[src/rtl/pcbc_defs.svh]
// Register numbers and selects, field positions and type codes of the performance monitor.
`ifndef PCBC_DEFS_SVH
`define PCBC_DEFS_SVH
`define PCBC_REG_COUNTERS 5'h19
`define PCBC_REG_CAPTURE 5'h16
`define PCBC_SEL_CAP_CTRL 3'h0
`define PCBC_SEL_CAP_IADDR 3'h1
`define PCBC_SEL_CAP_DADDR 3'h2
`define PCBC_CTL_PRESET 31
`define PCBC_CTL_FREEZE 30
`define PCBC_CTL_EVT_HI 10
`define PCBC_CTL_EVT_LO 5
`define PCBC_CTL_IRQ_EN 4
`define PCBC_CTL_USER 3
`define PCBC_CTL_SUPER 2
`define PCBC_CTL_KERNEL 1
`define PCBC_CTL_EXL 0
`define PCBC_CNT_CARRY 40
`define PCBC_CNT_TOP 39
`define PCBC_CAP_WIDTH 21
`define PCBC_CAP_CWI 20
`define PCBC_CAP_CWD 19
`define PCBC_CAP_IFETCH 18
`define PCBC_CAP_READ 17
`define PCBC_CAP_WRITE 16
`define PCBC_CAP_BWI 15
`define PCBC_CAP_BCOND 14
`define PCBC_CAP_BUNCOND 13
`define PCBC_CAP_BINDIR 12
`define PCBC_CAP_BRET 11
`define PCBC_CAP_BCALL 10
`define PCBC_CAP_ONT 9
`define PCBC_CAP_OT 8
`define PCBC_CAP_PN 7
`define PCBC_CAP_PT 6
`define PCBC_CAP_CW 5
`define PCBC_CAP_CC 4
`define PCBC_IRQ_LINE 5
`define PCBC_CAUSE_PENDING_BIT 7
`define PCBC_TYPE_NOTTAKEN 2'h0
`define PCBC_TYPE_TAKEN 2'h1
`define PCBC_TYPE_LOAD 2'h2
`define PCBC_PA_HI 39
`define PCBC_PA_LO 5
`endif

[src/rtl/pcbc_pkg.sv]
// Types shared by the performance monitor files.
package pcbc_pkg;
  typedef enum logic [2:0] {
    PCBC_BR_COND,
    PCBC_BR_UNCOND,
    PCBC_BR_INDIRECT,
    PCBC_BR_CALL,
    PCBC_BR_RETURN
  } pcbc_br_class_t;
  typedef enum logic [1:0] {
    PCBC_MODE_USER,
    PCBC_MODE_SUPER,
    PCBC_MODE_KERNEL
  } pcbc_mode_t;
endpackage : pcbc_pkg

[src/rtl/pcbc_monitor.sv]
// Performance monitor: four event counters and branch/cache event capture.
`timescale 1ns/1ps
`include "pcbc_defs.svh"
module pcbc_monitor
  import pcbc_pkg::*;
#(
  parameter int NCNT = 4,
  parameter int EW = 8
) (
  input wire logic clk, // Core clock.
  input wire logic reset_n, // Asynchronous reset, active low.
  input wire logic cp0_we, // Coprocessor register write strobe.
  input wire logic [4:0] cp0_reg, // Coprocessor register number.
  input wire logic [2:0] cp0_sel, // Register select.
  input wire logic [3:0] cp0_sel_hi, // Upper select bits, reserved space.
  input wire logic [63:0] cp0_wdata, // Write data.
  output logic [63:0] cp0_rdata_q, // Registered read data.
  input wire logic [63:0] ev_values, // Event active flags.
  input wire logic [EW-1:0] ev_amount [64], // Event increments.
  input wire pcbc_mode_t mode, // Current execution mode.
  input wire logic exl_active, // Exception level set.
  input wire logic br_valid, // Branch executed this cycle.
  input wire pcbc_br_class_t br_class, // Branch class.
  input wire logic br_pred_taken, // Conditional branch predicted taken.
  input wire logic br_taken, // Actual outcome taken.
  input wire logic br_mispredict, // Direction or target mispredicted.
  input wire logic [63:0] br_pc, // Branch virtual address.
  input wire logic iwatch_hit, // Instruction watch matched.
  input wire logic dwatch_hit, // Data watch matched.
  input wire logic ic_miss, // Instruction cache miss request.
  input wire logic dc_load, // Data cache load access.
  input wire logic dc_store, // Data cache store access.
  input wire logic [63:0] load_pc, // Virtual address of the load.
  input wire logic [39:0] miss_pa, // Physical address of the line.
  output logic irq_q, // Overflow interrupt, hardware line five.
  output logic cause_pending_q, // Cause pending bit seven set.
  output logic frozen_q // Counters and capture frozen.
);
  logic [31:0] ctl_rd [NCNT];
  logic [63:0] cnt_rd [NCNT];
  logic [NCNT-1:0] carry;
  logic [NCNT-1:0] fe;
  logic [NCNT-1:0] ie;
  logic [`PCBC_CAP_WIDTH-1:0] cap_q;
  logic [63:0] iaddr_q;
  logic [63:0] daddr_q;
  logic [63:0] iaddr_d;
  logic [63:0] daddr_d;
  logic [63:0] rdata_d;
  logic freeze_d;
  logic irq_d;
  logic sel_cnt;
  logic sel_cap;
  logic mu;
  logic ms;
  logic mk;
  logic cap_mode;
  logic pred_t;
  logic correct;
  logic f_res;
  logic f_pred;
  logic f_out;
  logic f_type;
  logic f_watch;
  logic br_hit;
  logic ic_hit;
  logic ld_hit;
  logic st_hit;
  logic cap_we;

  // Selects one class mask bit of the capture control register.
  function automatic logic class_mask(input pcbc_br_class_t c,
                                      input logic [20:0] r);
    logic m;
    m = 1'b0;
    case (c)
      PCBC_BR_COND: m = r[`PCBC_CAP_BCOND];
      PCBC_BR_UNCOND: m = r[`PCBC_CAP_BUNCOND];
      PCBC_BR_INDIRECT: m = r[`PCBC_CAP_BINDIR];
      PCBC_BR_CALL: m = r[`PCBC_CAP_BCALL];
      PCBC_BR_RETURN: m = r[`PCBC_CAP_BRET];
      default: m = 1'b0;
    endcase
    return m;
  endfunction : class_mask

  // Register decode; upper selects of register 25 are reserved.
  assign sel_cnt = (cp0_reg == `PCBC_REG_COUNTERS) &&
    (cp0_sel_hi == 4'h0);
  assign sel_cap = (cp0_reg == `PCBC_REG_CAPTURE) &&
    (cp0_sel_hi == 4'h0);

  // Execution mode decode.
  assign mu = (mode == PCBC_MODE_USER);
  assign ms = (mode == PCBC_MODE_SUPER);
  assign mk = (mode == PCBC_MODE_KERNEL);

  // The four counters; the last pair clears its next-pair flag.
  genvar gi;
  generate
    for (gi = 0; gi < NCNT; gi++) begin : g_cnt
      pcbc_counter #(
        .CW(41),
        .EW(EW),
        .PRESET(gi < NCNT - 1)
      ) u_cnt (
        .clk(clk),
        .reset_n(reset_n),
        .ev_values(ev_values),
        .ev_amount(ev_amount),
        .mode_ok_u(mu),
        .mode_ok_s(ms),
        .mode_ok_k(mk),
        .mode_ok_x(exl_active),
        .freeze(frozen_q),
        .ctl_we(cp0_we && sel_cnt && (cp0_sel == 3'(2 * gi))),
        .cnt_we(cp0_we && sel_cnt && (cp0_sel == 3'(2 * gi + 1))),
        .wdata(cp0_wdata),
        .ctl_rd(ctl_rd[gi]),
        .cnt_rd(cnt_rd[gi]),
        .carry_q(carry[gi]),
        .freeze_en_q(fe[gi]),
        .irq_en_q(ie[gi])
      );
    end
  endgenerate

  // Freeze follows any set carry flag whose freeze enable is set, so
  // it holds until software clears those flags.
  assign freeze_d = |(carry & fe);
  assign irq_d = |(carry & ie);

  // Capture mode filter shared by every source.
  assign cap_mode = (cap_q[`PCBC_CTL_USER] & mu) |
    (cap_q[`PCBC_CTL_SUPER] & ms) | (cap_q[`PCBC_CTL_KERNEL] & mk) |
    (cap_q[`PCBC_CTL_EXL] & exl_active);

  // Branch filters.
  assign pred_t = (br_class != PCBC_BR_COND) | br_pred_taken;
  assign correct = (br_class == PCBC_BR_UNCOND) | ~br_mispredict;
  assign f_res = correct ? cap_q[`PCBC_CAP_CC] : cap_q[`PCBC_CAP_CW];
  assign f_pred = pred_t ? cap_q[`PCBC_CAP_PT] : cap_q[`PCBC_CAP_PN];
  assign f_out = br_taken ? cap_q[`PCBC_CAP_OT] : cap_q[`PCBC_CAP_ONT];
  assign f_type = class_mask(br_class, cap_q);
  assign f_watch = ~cap_q[`PCBC_CAP_BWI] | iwatch_hit;
  assign br_hit = br_valid & cap_mode & f_res & f_pred & f_out &
    f_type & f_watch;

  // Cache event filters, one per access type.
  assign ic_hit = ic_miss & cap_mode & cap_q[`PCBC_CAP_IFETCH] &
    (~cap_q[`PCBC_CAP_CWI] | iwatch_hit);
  assign ld_hit = dc_load & cap_mode & cap_q[`PCBC_CAP_READ] &
    (~cap_q[`PCBC_CAP_CWD] | dwatch_hit) &
    (~cap_q[`PCBC_CAP_CWI] | iwatch_hit);
  assign st_hit = dc_store & cap_mode & cap_q[`PCBC_CAP_WRITE];

  // Event address capture, held while frozen.
  assign cap_we = cp0_we && sel_cap && (cp0_sel == `PCBC_SEL_CAP_CTRL);
  assign iaddr_d = frozen_q ? iaddr_q :
    (br_hit ? {br_pc[63:2],
      (br_taken ? `PCBC_TYPE_TAKEN : `PCBC_TYPE_NOTTAKEN)} :
    (ld_hit ? {load_pc[63:2], `PCBC_TYPE_LOAD} : iaddr_q));
  assign daddr_d = (frozen_q || !(ic_hit || ld_hit || st_hit)) ?
    daddr_q : {1'b0, ic_hit, ld_hit, st_hit, 20'h00000,
    miss_pa[`PCBC_PA_HI:`PCBC_PA_LO], 5'h00};

  // Read multiplexer.
  always_comb begin
    rdata_d = 64'h0000000000000000;
    if (sel_cnt) begin
      if (cp0_sel[0]) begin
        rdata_d = cnt_rd[cp0_sel[2:1]];
      end else begin
        rdata_d = {32'h00000000, ctl_rd[cp0_sel[2:1]]};
      end
    end else if (sel_cap && cp0_sel == `PCBC_SEL_CAP_CTRL) begin
      rdata_d = {43'h00000000000, cap_q};
    end else if (sel_cap && cp0_sel == `PCBC_SEL_CAP_IADDR) begin
      rdata_d = iaddr_q;
    end else if (sel_cap && cp0_sel == `PCBC_SEL_CAP_DADDR) begin
      rdata_d = daddr_q;
    end
  end

  // Status outputs and read data.
  always_ff @(posedge clk or negedge reset_n) begin
    if (!reset_n) begin
      frozen_q <= 1'b0;
      irq_q <= 1'b0;
      cause_pending_q <= 1'b0;
      cp0_rdata_q <= 64'h0000000000000000;
    end else begin
      frozen_q <= freeze_d;
      irq_q <= irq_d;
      cause_pending_q <= irq_d;
      cp0_rdata_q <= rdata_d;
    end
  end

  // Capture control and address registers.
  always_ff @(posedge clk or negedge reset_n) begin
    if (!reset_n) begin
      cap_q <= '0;
      iaddr_q <= 64'h0000000000000000;
      daddr_q <= 64'h0000000000000000;
    end else begin
      if (cap_we) begin
        cap_q <= cp0_wdata[`PCBC_CAP_WIDTH-1:0];
      end
      iaddr_q <= iaddr_d;
      daddr_q <= daddr_d;
    end
  end
endmodule : pcbc_monitor

[src/rtl/pcbc_counter.sv]
// One 41-bit event counter with its control register.
`timescale 1ns/1ps
`include "pcbc_defs.svh"
module pcbc_counter
  import pcbc_pkg::*;
#(
  parameter int CW = 41,
  parameter int EW = 8,
  parameter logic PRESET = 1'b1
) (
  input wire logic clk, // Core clock.
  input wire logic reset_n, // Asynchronous reset, active low.
  input wire logic [63:0] ev_values, // Per-event active flags.
  input wire logic [EW-1:0] ev_amount [64], // Amount of each event.
  input wire logic mode_ok_u, // Core is in user mode.
  input wire logic mode_ok_s, // Core is in supervisor mode.
  input wire logic mode_ok_k, // Core is in kernel mode.
  input wire logic mode_ok_x, // Exception level active.
  input wire logic freeze, // Global freeze.
  input wire logic ctl_we, // Write control register.
  input wire logic cnt_we, // Write counter register.
  input wire logic [63:0] wdata, // Write data.
  output logic [31:0] ctl_rd, // Control read value.
  output logic [63:0] cnt_rd, // Counter read value.
  output logic carry_q, // Carry flag.
  output logic freeze_en_q, // Freeze enable bit.
  output logic irq_en_q // Overflow interrupt enable.
);
  logic [CW-2:0] count_q;
  logic [CW-2:0] count_d;
  logic carry_d;
  logic [5:0] evt_q;
  logic [3:0] modes_q;
  logic mode_hit;
  logic [CW-1:0] sum;
  logic [CW-2:0] inc;

  // Mode gating and the selected event's amount.
  assign mode_hit = (modes_q[`PCBC_CTL_USER] & mode_ok_u) |
    (modes_q[`PCBC_CTL_SUPER] & mode_ok_s) |
    (modes_q[`PCBC_CTL_KERNEL] & mode_ok_k) |
    (modes_q[`PCBC_CTL_EXL] & mode_ok_x);
  assign inc = (mode_hit && ev_values[evt_q]) ?
    (CW-1)'(ev_amount[evt_q]) : '0;
  assign sum = {1'b0, count_q} + {1'b0, inc};

  // Next count: software write wins, freeze holds every counter.
  assign count_d = cnt_we ? wdata[CW-2:0] :
    (freeze ? count_q : sum[CW-2:0]);
  assign carry_d = cnt_we ? wdata[`PCBC_CNT_CARRY] :
    (carry_q | (~freeze & sum[CW-1]));

  // Counter state; count field is left at zero for determinism.
  always_ff @(posedge clk or negedge reset_n) begin
    if (!reset_n) begin
      count_q <= '0;
      carry_q <= 1'b1;
    end else begin
      count_q <= count_d;
      carry_q <= carry_d;
    end
  end

  // Control register fields.
  always_ff @(posedge clk or negedge reset_n) begin
    if (!reset_n) begin
      freeze_en_q <= 1'b1;
      irq_en_q <= 1'b0;
      evt_q <= '0;
      modes_q <= '0;
    end else if (ctl_we) begin
      freeze_en_q <= wdata[`PCBC_CTL_FREEZE];
      irq_en_q <= wdata[`PCBC_CTL_IRQ_EN];
      evt_q <= wdata[`PCBC_CTL_EVT_HI:`PCBC_CTL_EVT_LO];
      modes_q <= wdata[`PCBC_CTL_USER:`PCBC_CTL_EXL];
    end
  end

  // Read views; reserved bits return zero.
  assign ctl_rd = {PRESET, freeze_en_q, 19'h00000, evt_q, irq_en_q,
    modes_q};
  assign cnt_rd = {23'h000000, carry_q, count_q};
endmodule : pcbc_counter

[config.mk]
export PLATFORM = sky130hd
export DESIGN_NAME = pcbc_monitor
export DESIGN_NICKNAME = d
export VERILOG_FILES = /design/src/rtl/pcbc_pkg.sv /design/src/rtl/pcbc_monitor.sv /design/src/rtl/pcbc_counter.sv
export VERILOG_INCLUDE_DIRS = /design/src /design/src/rtl
export SDC_FILE = /design/constraint.sdc
export NUM_CORES = 2
export LEC_CHECK = 0
export BUFFER_PORTS_ARGS = -buffer_cell sky130_fd_sc_hd__buf_2
export CAP_MARGIN = 15
export CORE_AREA = 4 4 347 349
export CTS_CLUSTER_SIZE = 16
export DETAILED_ROUTE_END_ITERATION = 8
export DIE_AREA = 0 0 351 353
export SLEW_MARGIN = 20
export SYNTH_ARGS = -nofsm -noshare
export SYNTH_HDL_FRONTEND = slang
export SYNTH_SLANG_ARGS = --single-unit
[constraint.sdc]
create_clock -name clk -period 5.1 [get_ports clk]
set_input_delay 0.51 -clock clk [delete_from_list [all_inputs] [get_ports clk]]
set_output_delay 0.51 -clock clk [all_outputs]
set_load 0.005 [all_outputs]
==> flow_metrics.tcl <==
set metrics [dict create \
    switching_share_pct 27.2 \
    final_cells 6078 \
    ys_warn_count 0 \
    numClockSinks 401 \
    ys_seq_area_share_pct 25.2 \
    grt_pass1_wl_mm 286 \
    criticalPathCategory "reg -> reg" \
    critPathCaptureType "flip-flop" \
    crit_start "g_cnt[1].u_cnt.evt_q[0]" \
    grt_pass1_vias 38774 \
    critPathBufInv 4 \
    ant_nets 0 \
    max-cap-violations 0 \
    yosys_register_bits 401 \
    status "finished, final reports clean" \
    rr_startpoint "g_cnt[1].u_cnt.evt_q[0]" \
    skew_ns 0.0273 \
    hp-class "in -> reg" \
    p_comb_share_pct 18.4 \
    clock_path_buffers 3 \
    hold_viol 0 \
    route.detailed.drc 0 \
    vdd_ir_drop_max_mv 0.208 \
    insertion_delay_ns 0.58 \
    path_common_cell "a21oi_1" \
    drive_gt1_share_pct 44.1 \
    cts-root-buf "clkbuf_16" \
    worst-path-max-fanout 22 \
    yosys-top-cells-count "583 x mux4_2, 393 x dfrtp_1, 338 x a22oi_1" \
    layout.nets 5284 \
    synth_top_family_by_area "multiplexers" \
    synth_top_area_cell "mux4_2" \
    synth-compound-area-share_pct 16.9 \
    pwr-share-seq_pct 40.3 \
    r2r_cells 16 \
    port_buffers 872 \
    dr_total_vias 39856 \
    muxShareOfSynthArea_pct 39.4 \
    drt_first_pass_iters 6 \
    hold_depth 2 \
    tritoncts "yes" \
    period_share_pct 97.9 \
    grt_overflow 0 \
    synthCells 3630 \
    initial_core_util_pct 34.0 \
    grt_max_degree 129 \
    cp_cell_sequence "buf_12, buf_12, mux4_2, a22oi_1, a21oi_1, a21oi_1, a211oi_1, buf_4, ha_1, a2111oi_0, a21oi_1, nand3_1, buf_4, nor4b_1, xnor2_1, o21ai_0" \
    dpl.hpwl_mm 160 \
    r2r_setup_slack_ns 0.11 \
    syn_avg_cell_area_um2 11.0 \
    post-synth-top-count-cell "mux4_2" \
    startpoint_type "flip-flop" \
    synthAdderAreaFrac_pct 1.20 \
    die_h_um 353 \
    tightest_slew_ns 1.06 \
    synth_cell_types 70 \
    die_w_um 351 \
    power_density_nw_per_um2 164 \
    worstReg2RegEnd "g_cnt[1].u_cnt.count_q[36]" \
    grt_use_total_pct 31.7 \
    worstPathRequired_ns 5.52 \
    p_leak_nw 19.7 \
    finalWeightedCongestion 1.01 \
    synth_edf_count 0 \
    clkPwrFrac_pct 41.3 \
    p_int_mw 5.85 \
    slew_headroom_pct 29.4 \
    die_area_um2 124000 \
    tns_ns 0 \
    synth_nets 4504 \
    yosysTopAreaCellShare_pct 32.9 \
    critPathSlowestCell "mux4_2" \
    slowest_delay_ns 0.53 \
    p_sw_mw 2.19 \
    drt_iter0_drc 5327 \
    slew_viol_final 0 \
    crit_family "compound AO/OA/AOI/OAI gates" \
    dpl.cell_count 5901 \
    wl_per_cell_um 33.6 \
    worst-path-stages 16 \
    antenna_found_initial 142 \
    synth_xor_area_share_pct 3.01 \
    ys.flop_type "dfrtp_1" \
    boundaryPins 905 \
    synth_area_leaders "mux4_2 33%, dfrtp_1 25%, a22oi_1 6.4%" \
    ctsHtreeMaxLevel 2 \
    rows 126 \
    min_period_ns 4.99 \
    core-area_um2 117000 \
    viasPerCell 6.56 \
    min_from "miss_pa[16]" \
    hold_end "daddr_q[16]" \
    routed_wirelength_mm 204 \
    clkTransAtPathRegs_ns 0.06 \
    cts_made_buffers 42 \
    synthSimpleGateAreaFrac_pct 9.27 \
    finalSetupViolCount 0 \
    max_freq_mhz 200 \
    syn_to_final_growth_pct 22.6 \
    fillers 11365 \
    syn-cell-area_um2 39900 \
    arrival_ns 5.41 \
    async_flop_share_pct 100 \
]
==> worst reg2reg max path: cells and delay by family, from the launching register on <==
family,cells,cell delay (ns)
simple gates,2,0.53
flops,1,0.52
mux,1,0.57
xor+xnor,1,0.17
compound gates,7,1.80
fa+ha+maj,1,0.34
buf+inv,4,0.91
==> metal layers <==
metal	share of wire [%]	vias up	track usage (%)
met2	46	2937	50.1
met5	0.12	-	0
met3	11	629	7.37
li1	-	16312	-
met4	7.2	34	20.5
met1	36	19944	39.0
==> sequential cells by signal, indices dropped and copies added, names as in the netlist <==
register / cells
cap_q: 21
g_cnt.u_cnt.irq_en_q: 4
daddr_q: 38
cause_pending_q: 1
cp0_rdata_q: 64
iaddr_q: 64
g_cnt.u_cnt.modes_q: 16
g_cnt.u_cnt.count_q: 160
frozen_q: 1
g_cnt.u_cnt.evt_q: 24
g_cnt.u_cnt.freeze_en_q: 4
g_cnt.u_cnt.carry_q: 4
==> through the flow <==
stage               setup WS [ns]  total power, mW  hold slack, ns  instance area, um2  utilization, %
floorplan                   0.887             3.89           0.214               39900               -
CTS                        0.0216             8.04           0.133               48600            41.4
detailed placement         0.0697             4.73           0.458               47100            40.1
global route              -0.0109             8.27           0.145               48900            41.6
global placement           0.0930             4.71           0.452               47100            40.1
finish                      0.105             8.03           0.166               48900            41.6
==> kinds of logic (layout without fill, tap and decap cells) <==
group                      Yosys count  in the layout
other                                0             99
and+or+nand+nor                    768            768
muxes                              827            827
AOI/OAI and AO/OA                  979            979
adders and majority gates           36             36
DFF                                401            401
buffers and inverters              482           1295
xor gates and xnor gates           137            137
==> placed cells by master (no fill, tap or decap), drive strengths merged, types with 84 or more instances in the layout <==
master	n
a22oi	338
nor3	97
inv	101
dfrtp	393
mux2i	137
a21oi	261
diode	99
o21ai	107
mux2	107
nand2	206
a221oi	84
nor2	213
buf	1117
mux4	583
==> worst max path at each step <==
stage | to | slack, ns
2_1_floorplan | g_cnt[0].u_cnt.count_q[20] | 0.89
3_3_place_gp | g_cnt[0].u_cnt.carry_q | 0.09
3_5_place_dp | g_cnt[0].u_cnt.carry_q | 0.07
4_1_cts | g_cnt[0].u_cnt.carry_q | 0.02
5_1_grt | g_cnt[0].u_cnt.carry_q | -0.01
6_report | g_cnt[1].u_cnt.count_q[36] | 0.11
==> cell type report <==
cell class	count	area (um2)	share of cell area [%]
Inverter	100	375	0.768
Clock inverter	17	236	0.484
Tap cell	1536	1920	3.93
Multi-Input combinational cell	2747	28000	57.3
Clock buffer	60	1240	2.53
Timing Repair Buffer	1118	6770	13.8
Antenna cell	99	248	0.507
Sequential cell	401	10100	20.6
==> power by group through the flow <==
| stage | registers [mW] | clock network (mW) | logic (mW) |
|---|---|---|---|
| global placement | 3.29 | 0 | 1.41 |
| finish | 3.24 | 3.32 | 1.48 |
| detailed placement | 3.29 | 0 | 1.43 |
| floorplan | 3.28 | 0 | 0.609 |
| global route | 3.24 | 3.48 | 1.55 |
| CTS | 3.23 | 3.37 | 1.44 |
==> timing repair <==
item	CTS	global route
hold endpoints to repair	86	0
resized for setup	1	7
setup endpoints to repair	1	27
hold buffers	1	0
buffers inserted	0	0
Power figures use the tool's default switching activity.
